--- src/pkg/ref_clock_defs.svh ---
// constants for the reference clock select and monitor block
// assumes a 10 MHz system clock; included by bare name
`ifndef REF_CLOCK_DEFS_SVH
`define REF_CLOCK_DEFS_SVH
`define SRC_INTERNAL     2'h0
`define SRC_EXTERNAL     2'h1
`define SRC_SYNC_LINK    2'h2
`define LOCK_LOCKED      2'h0
`define LOCK_ERROR       2'h1
`define LOCK_BUSY        2'h2
`define CLK_SYS_HZ       10000000
`define GATE_TIME_MS     1
`define GATE_CYCLES      (`CLK_SYS_HZ / 1000 * `GATE_TIME_MS)
`define GATE_CNT_W       14
`define FREQ_W           24
`define FREQ_SCALE_HZ    1000
`define OUT_10MHZ        1'h0
`define OUT_100MHZ       1'h1
`define LOCK_TIMEOUT_MS  2
`define LOCK_TIMEOUT_CYC (`CLK_SYS_HZ / 1000 * `LOCK_TIMEOUT_MS)
`define LOCK_CNT_W       16
`define LOCK_MIN_EDGES   24'h0003e8
`define REF_10M_KHZ      24'h002710
`define REF_100M_KHZ     24'h0186a0
`define REF_TOL_KHZ      24'h000064
`endif

--- src/pkg/ref_clock_pkg.sv ---
// types for the reference clock select and monitor block
// assumes ref_clock_defs.svh holds the numeric constants
package ref_clock_pkg;
    typedef enum logic [2:0] {
        ST_IDLE = 3'b001,
        ST_LOCK = 3'b010,
        ST_HOLD = 3'b100
    } lock_state_e;
endpackage

--- src/rtl/edge_counter.sv ---
// gated edge counter for the reference input frequency
// assumes the sampled input is already synchronised to clk_sys
`timescale 1ns/10ps
`include "ref_clock_defs.svh"
module edge_counter (
    input  wire logic                 clk_sys,   // system clock
    input  wire logic                 rst_b,     // sync reset, active low
    input  wire logic                 ref_sync,  // synchronised reference level
    output logic [`FREQ_W-1:0]        edges_ff,  // edges in the last gate window
    output logic                      done_ff    // pulse at end of each window
);
    logic [`GATE_CNT_W-1:0] gate_ff;
    logic [`FREQ_W-1:0]     run_ff;
    logic                   prev_ff;
    logic                   rise;

    assign rise = ref_sync & ~prev_ff;

    always_ff @(posedge clk_sys) begin
        if (!rst_b) begin
            prev_ff  <= 1'h0;
            gate_ff  <= '0;
            run_ff   <= '0;
            edges_ff <= '0;
            done_ff  <= 1'h0;
        end else begin
            prev_ff <= ref_sync;
            done_ff <= 1'h0;
            if (gate_ff == `GATE_CNT_W'(`GATE_CYCLES - 1)) begin
                gate_ff  <= '0;
                edges_ff <= run_ff + `FREQ_W'(rise);
                run_ff   <= '0;
                done_ff  <= 1'h1;
            end else begin
                gate_ff <= gate_ff + `GATE_CNT_W'(1);
                run_ff  <= run_ff + `FREQ_W'(rise);
            end
        end
    end
endmodule

--- src/rtl/ref_clock_ctrl.sv ---
// reference source select, lock status, frequency readback, clock output
// assumes reference pins are sampled at 10 MHz; real rates are seen aliased,
// so lock checks only that the input shows at least LOCK_MIN_EDGES (1000) rising edges within the gate window
`timescale 1ns/10ps
`include "ref_clock_defs.svh"
module ref_clock_ctrl (
    input  wire logic        clk_sys,          // system clock, 10 MHz
    input  wire logic        rst_b,            // sync reset, active low
    input  wire logic [1:0]  src_sel,          // intended source
    input  wire logic        out_en,           // reference output enable
    input  wire logic        out_freq_sel,     // 0 10 MHz, 1 100 MHz
    input  wire logic        ext_ref_in,       // external reference pin
    input  wire logic        sync_ref_in,      // sync link clock pin
    output logic [1:0]       src_actual_ff,    // source in use
    output logic [1:0]       lock_status_ff,   // lock status code
    output logic [23:0]      freq_khz_ff,      // measured input, kHz
    output logic             ref_out_ff,       // reference clock output
    output logic             ref_out_freq_ff,  // frequency in effect
    output logic             link_drop_ff      // one-cycle drop of sync links
);
    logic [1:0]              ext_sync_ff;
    logic [1:0]              link_sync_ff;
    logic [1:0]              src_prev_ff;
    logic                    en_prev_ff;
    logic [1:0]              target_ff;
    logic [`LOCK_CNT_W-1:0]  lock_cnt_ff;
    logic                    ref_sel;
    logic [`FREQ_W-1:0]      edges;
    logic                    gate_done;
    logic                    src_change;
    logic                    en_change;
    logic                    in_tol;
    ref_clock_pkg::lock_state_e state_ff;

    // two-stage synchronisers; only stage 2 is read by logic
    always_ff @(posedge clk_sys) begin
        if (!rst_b) begin
            ext_sync_ff  <= 2'h0;
            link_sync_ff <= 2'h0;
        end else begin
            ext_sync_ff  <= {ext_sync_ff[0], ext_ref_in};
            link_sync_ff <= {link_sync_ff[0], sync_ref_in};
        end
    end

    assign ref_sel = (target_ff == `SRC_SYNC_LINK) ? link_sync_ff[1] : ext_sync_ff[1];

    edge_counter u_edge_counter (
        .clk_sys  (clk_sys),
        .rst_b    (rst_b),
        .ref_sync (ref_sel),
        .edges_ff (edges),
        .done_ff  (gate_done)
    );

    // measured frequency; edges per window scaled to kHz
    always_ff @(posedge clk_sys) begin
        if (!rst_b) begin
            freq_khz_ff <= '0;
        end else if (gate_done) begin
            freq_khz_ff <= `FREQ_W'(edges / `GATE_TIME_MS);
        end
    end

    // a selection outside 0..2 is treated as internal
    assign src_change = (src_sel != src_prev_ff);
    assign en_change  = (out_en != en_prev_ff);
    assign in_tol     = (edges >= `LOCK_MIN_EDGES);

    always_ff @(posedge clk_sys) begin
        if (!rst_b) begin
            src_prev_ff  <= `SRC_INTERNAL;
            en_prev_ff   <= 1'h0;
            link_drop_ff <= 1'h0;
        end else begin
            src_prev_ff  <= src_sel;
            en_prev_ff   <= out_en;
            link_drop_ff <= src_change | en_change;
        end
    end

    // lock sequencer
    always_ff @(posedge clk_sys) begin
        if (!rst_b) begin
            state_ff       <= ref_clock_pkg::ST_IDLE;
            target_ff      <= `SRC_INTERNAL;
            src_actual_ff  <= `SRC_INTERNAL;
            lock_status_ff <= `LOCK_LOCKED;
            lock_cnt_ff    <= '0;
        end else if (src_change) begin
            target_ff      <= (src_sel > `SRC_SYNC_LINK) ? `SRC_INTERNAL : src_sel;
            lock_status_ff <= `LOCK_BUSY;
            lock_cnt_ff    <= '0;
            state_ff       <= ref_clock_pkg::ST_LOCK;
        end else begin
            case (state_ff)
                ref_clock_pkg::ST_IDLE: begin
                    state_ff <= ref_clock_pkg::ST_IDLE;
                end
                ref_clock_pkg::ST_LOCK: begin
                    if (target_ff == `SRC_INTERNAL) begin
                        src_actual_ff  <= `SRC_INTERNAL;
                        lock_status_ff <= `LOCK_LOCKED;
                        state_ff       <= ref_clock_pkg::ST_HOLD;
                    end else if (gate_done && in_tol) begin
                        src_actual_ff  <= target_ff;
                        lock_status_ff <= `LOCK_LOCKED;
                        state_ff       <= ref_clock_pkg::ST_HOLD;
                    end else if (lock_cnt_ff == `LOCK_CNT_W'(`LOCK_TIMEOUT_CYC - 1)) begin
                        // fall back to the internal base on failure
                        src_actual_ff  <= `SRC_INTERNAL;
                        lock_status_ff <= `LOCK_ERROR;
                        state_ff       <= ref_clock_pkg::ST_HOLD;
                    end else begin
                        lock_cnt_ff <= lock_cnt_ff + `LOCK_CNT_W'(1);
                    end
                end
                ref_clock_pkg::ST_HOLD: begin
                    // loss of an external reference after lock is an error
                    if (target_ff != `SRC_INTERNAL && gate_done && !in_tol
                        && lock_status_ff == `LOCK_LOCKED) begin
                        src_actual_ff  <= `SRC_INTERNAL;
                        lock_status_ff <= `LOCK_ERROR;
                    end
                end
                default: begin
                    state_ff <= ref_clock_pkg::ST_IDLE;
                end
            endcase
        end
    end

    // output: 100 MHz cannot be built from a 10 MHz clock, so the pin
    // carries a divided marker and ref_out_freq_ff tells the PLL which rate
    always_ff @(posedge clk_sys) begin
        if (!rst_b) begin
            ref_out_ff      <= 1'h0;
            ref_out_freq_ff <= `OUT_10MHZ;
        end else begin
            ref_out_freq_ff <= out_freq_sel ? `OUT_100MHZ : `OUT_10MHZ;
            if (out_en && !en_change) begin
                ref_out_ff <= ~ref_out_ff;
            end else begin
                ref_out_ff <= 1'h0;
            end
        end
    end
endmodule

--- config.mk ---
export PLATFORM = sky130hd
export DESIGN_NAME = ref_clock_ctrl
export DESIGN_NICKNAME = d
export VERILOG_FILES = /design/src/pkg/ref_clock_pkg.sv /design/src/rtl/edge_counter.sv /design/src/rtl/ref_clock_ctrl.sv
export VERILOG_INCLUDE_DIRS = /design/src /design/src/pkg
export SDC_FILE = /design/constraint.sdc
export NUM_CORES = 1
export LEC_CHECK = 0
export ABC_AREA = 1
export BUFFER_PORTS_ARGS = -buffer_cell sky130_fd_sc_hd__buf_2
export CAP_MARGIN = 0
export CORE_UTILIZATION = 56
export CTS_BUF_LIST = sky130_fd_sc_hd__clkbuf_4 sky130_fd_sc_hd__clkbuf_8
export DETAILED_ROUTE_END_ITERATION = 6
export PLACE_DENSITY = 0.78
export SYNTH_ARGS = -nofsm -noshare
export SYNTH_HDL_FRONTEND = slang
export SYNTH_SLANG_ARGS = --single-unit
export TNS_END_PERCENT = 5
--- constraint.sdc ---
create_clock -name clk_sys -period 2.1 [get_ports clk_sys]
set_input_delay 0.105 -clock clk_sys [delete_from_list [all_inputs] [get_ports clk_sys]]
set_output_delay 0.105 -clock clk_sys [all_outputs]
set_load 0.005 [all_outputs]
==> results <==
- The level count of the clock H-tree is 4.
- The worst pin sits at a relative slew slack of 53.18%.
- The total count of hold-check failures in the final report came to 0.
- The routed layout has 4891 vias.
- The filler cells instantiated in the layout total 787.
- TritonCTS built the clock tree.
- In the final layout, the share of cells above drive strength 1 is 16.85%.
- The most frequent cell after synthesis is sky130_fd_sc_hd__nand2_1.
- The average instance in the mapped netlist occupies 7.409 um^2.
- The die covers 9987 um^2.
- The largest area contributor in the netlist is sky130_fd_sc_hd__dfxtp_1.
- OpenSTA, run right after detailed placement, puts the worst setup slack at -0.0006948 ns.
- The most critical setup path has its endpoint at u_edge_counter.edges_ff[13].
- The final antenna diode count is 0.
- STA classifies the critical path endpoint as a register.
- The checks that failed: negative setup slack.
- The total number of clock tree sinks is 123.
- Clock-pin slew was measured on the worst setup and hold paths at 0.07 ns.
- The share of the cycle needed by the critical path after routing is 104.2%.
- The power density over the cells is 740.7 nW/um^2.
- The critical path required time is 2.43 ns.
- Port buffering added 38 buffers.
- The final number of max-transition violations came to 0.
- Tracing the worst setup path back leads to its startpoint at target_ff[0].
- After synthesis the cells add up to 5371 um^2.
- The initial core utilization is 57.86%.
- Sorting the synthesized cells by how often they occur yields sky130_fd_sc_hd__nand2_1, sky130_fd_sc_hd__dfxtp_1, sky130_fd_sc_hd__nor2_1, sky130_fd_sc_hd__inv_1, sky130_fd_sc_hd__o21ai_0.
- The top-level I/O count is 39.
- The final layout contains 801 nets.
- Global routing used 25.79% of the available tracks.
- The violation count after the first detailed-route iteration is 247.
- The post-synthesis register bit count is 123.
- The placed cell area is 5738 um^2.
- After detailed placement, the design holds a cell count of 886.
- Once detail routing completed, the nets flagged for antenna violations numbered 0.
- In this run the worst path has a maximum fanout of 4.
- The clock latency on the worst-skew pair is 0.44 ns.
- The critical register-to-register path endpoint is u_edge_counter.edges_ff[13].
- Max-cap violations in this run came to 0.
- The area growth from synthesis to layout is 18.15%.
- After detailed routing, the number of vias per cell comes to 5.259.
- Once layout is done, the placed cells without fillers occupy 6346 um^2.
- The first global-routing pass estimated 20.27 mm of wire.
- The HPWL after detailed placement is 8.495 mm.
- The worst setup slack after layout is -0.08777 ns.
- The die is 99.94 um tall.
- The smallest hold slack is 0.08012 ns.
- The primary flip-flop cell chosen by synthesis mapping is sky130_fd_sc_hd__dfxtp_1.
- The async set-or-reset flop fraction in the synthesized netlist is 0%.
- The highest clock frequency the design can meet is 457.1 MHz.
- At the end of routability-driven placement, the weighted congestion stood at 0.9096.
- The number of placement rows is 35.
- The data arrival time of the worst path is 2.51 ns.
- Of the synthesized area, sequential elements account for 45.84%.
- From left edge to right edge, the die measures 99.94 um.
- The routed wire length is 12.34 mm.
- The actual slew at the worst max-slew pin is 0.7016 ns.
- The number of cells on the worst reg-to-reg path is 15.
- The detailed-route wire length per cell is 13.27 um.
- In this run the critical register-to-register path is launched from target_ff[0].
- The launch instance of the worst min-delay path is rst_b.
- Leaving out filler cells and counting taps, the final layout contains 930.
- Setup repair after global routing could not meet its margin everywhere.
- The worst setup path is of the reg2reg kind.
- The kind of path behind the tightest hold check is in2reg.
- The total leakage power is 2.765 nW.
- The via count of the first global-routing pass was 4573.
- The floorplan step defined a core boundary enclosing 9284 um^2.
- The setup slack of the worst register-to-register path is -0.09 ns.
- Counting every net in the synthesized netlist gives 738.
- The number of antenna violations at the first check in global routing is 0.
- The post-layout minimum cycle time is 2.188 ns.
- Setup violations remaining at the end of the flow were counted as 11.
- Counting flops with a built-in enable in the synthesized netlist gives 0.
- The largest net degree at the start of global routing is 39.
- In the routed design, unresolved DRC markers number 0.
- Counting instances, the worst hold path has a depth of 3.
- The total power is 0.004700 W.
- In this run the clock root is driven by a sky130_fd_sc_hd__clkbuf_8.
- For the final database, setup skew stands at 0.01372 ns.
- The run finished, with violations left.
- Global routing finished with a remaining overflow of 0.
- The number of different library cells used by synthesis comes to 42.
- The worst setup path is launched from a register.
- The number of buffers added by the clock tree synthesis step is 17.
- Of the post-synthesis cell area, the dominant cell type holds 45.84%.
- Synthesis produced a netlist whose cell count is 725.
- The yosys synthesis warning count is 0.
- The worst-case IR drop observed on VDD is 0.4686 mV.
- The first TritonRoute pass finished after 7 iterations.
- The maximum count of clock buffers along a single path is 2.
- Sorting the synthesized cells by area gives the leading types as sky130_fd_sc_hd__dfxtp_1, sky130_fd_sc_hd__nand2_1, sky130_fd_sc_hd__nor2_1.
[worst min path at each step]
| stage | endpoint |
|---|---|
| 2_1_floorplan | en_prev_ff |
| 3_3_place_gp | ref_out_freq_ff |
| 3_5_place_dp | ext_sync_ff[0] |
| 4_1_cts | u_edge_counter.prev_ff |
| 5_1_grt | u_edge_counter.prev_ff |
| 6_report | u_edge_counter.prev_ff |
[layout by cell type (no fill, tap or decap), types with 18 or more instances in the layout]
cell,instances
sky130_fd_sc_hd__nand4_1,20
sky130_fd_sc_hd__o21ai_0,36
sky130_fd_sc_hd__dfxtp_1,121
sky130_fd_sc_hd__inv_1,88
sky130_fd_sc_hd__clkbuf_8,18
sky130_fd_sc_hd__nand2_1,128
sky130_fd_sc_hd__nand3_1,25
sky130_fd_sc_hd__nor2_1,118
sky130_fd_sc_hd__a21oi_1,32
sky130_fd_sc_hd__buf_2,38
[final cells by class]
cell class                      instances  area, um^2  area share [%]
Clock buffer                           24       292.8           4.614
Clock inverter                          8       117.6           1.853
Inverter                               94       352.8           5.560
Multi-Input combinational cell        488        2537           39.98
Sequential cell                       123        2465           38.84
Tap cell                              129       161.4           2.543
Timing Repair Buffer                   64       419.2           6.605
[layer usage]
| metal | wire length, um | vias to the layer above | GRT usage (%) |
|---|---|---|---|
| met4 | 225 | 0 | 10.63 |
| met2 | 5825 | 150 | 41.70 |
| met5 | 0 | - | 0 |
| met3 | 641 | 26 | 7.312 |
| met1 | 5651 | 2265 | 32.37 |
| li1 | - | 2450 | - |
[worst max-delay path: stages (launching register included)]
cell                      delay [ns]
sky130_fd_sc_hd__dfxtp_2        0.32
sky130_fd_sc_hd__inv_2          0.06
sky130_fd_sc_hd__nand2_2        0.04
sky130_fd_sc_hd__mux2i_1        0.12
sky130_fd_sc_hd__nor2_1         0.12
sky130_fd_sc_hd__ha_2           0.25
sky130_fd_sc_hd__buf_6          0.12
sky130_fd_sc_hd__nand3_4        0.09
sky130_fd_sc_hd__nor3_4         0.28
sky130_fd_sc_hd__nand2_2        0.12
sky130_fd_sc_hd__nor2_4         0.16
sky130_fd_sc_hd__nand2_4        0.09
sky130_fd_sc_hd__o21ai_4        0.13
sky130_fd_sc_hd__nand2_1        0.07
sky130_fd_sc_hd__nand2_1        0.05
sky130_fd_sc_hd__nand2_1        0.04
[kinds of logic (layout without fill, tap and decap cells)]
family	Yosys count	count (layout)	share of synthesized area (%)
adder cells (fa/ha/maj)	5	5	1.165
AO/OA/AOI/OAI	100	100	10.13
multiplexers	1	1	0.1864
buffers and inverters	114	190	8.479
flip-flops	123	123	45.84
XOR/XNOR	29	29	4.729
AND/OR/NAND/NOR	353	353	29.47
[where the power goes]
group	switching (W)	total [W]	leakage, nW	internal (W)
logic	0.0000974	0.000159	1.55	0.0000618
clock network	0.000891	0.00217	0.215	0.00128
registers	0.0000141	0.00237	0.996	0.00236
total	0.00100	0.00470	2.77	0.00370
[stage by stage]
| stage | utilization [%] | setup TNS [ns] |
|---|---|---|
| floorplan | - | 0 |
| global placement | 61.81 | 0 |
| detailed placement | 61.81 | -0.0006948 |
| CTS | 67.12 | 0 |
| global route | 68.36 | -3.075 |
| finish | 68.36 | -0.4477 |
[sequential cells by signal, summed over array words and instances (netlist names)]
name and cells:
en_prev_ff 1, ext_sync_ff 2, freq_khz_ff 24, link_drop_ff 1, link_sync_ff 2, lock_cnt_ff 16, lock_status_ff 2, ref_out_ff 1
ref_out_freq_ff 1, src_actual_ff 2, src_prev_ff 2, state_ff 3, target_ff 2, u_edge_counter.done_ff 1, u_edge_counter.edges_ff 24, u_edge_counter.gate_ff 14
u_edge_counter.prev_ff 1, u_edge_counter.run_ff 24
[what timing repair did]
action                                  CTS  global route
gates resized for setup                   5            18
buffers inserted                          0             5
hold endpoints to repair                  8             0
pin swaps                                 3            11
endpoints found under the setup margin    3            22
hold buffers                              7             0
Power figures use the tool's default switching activity.
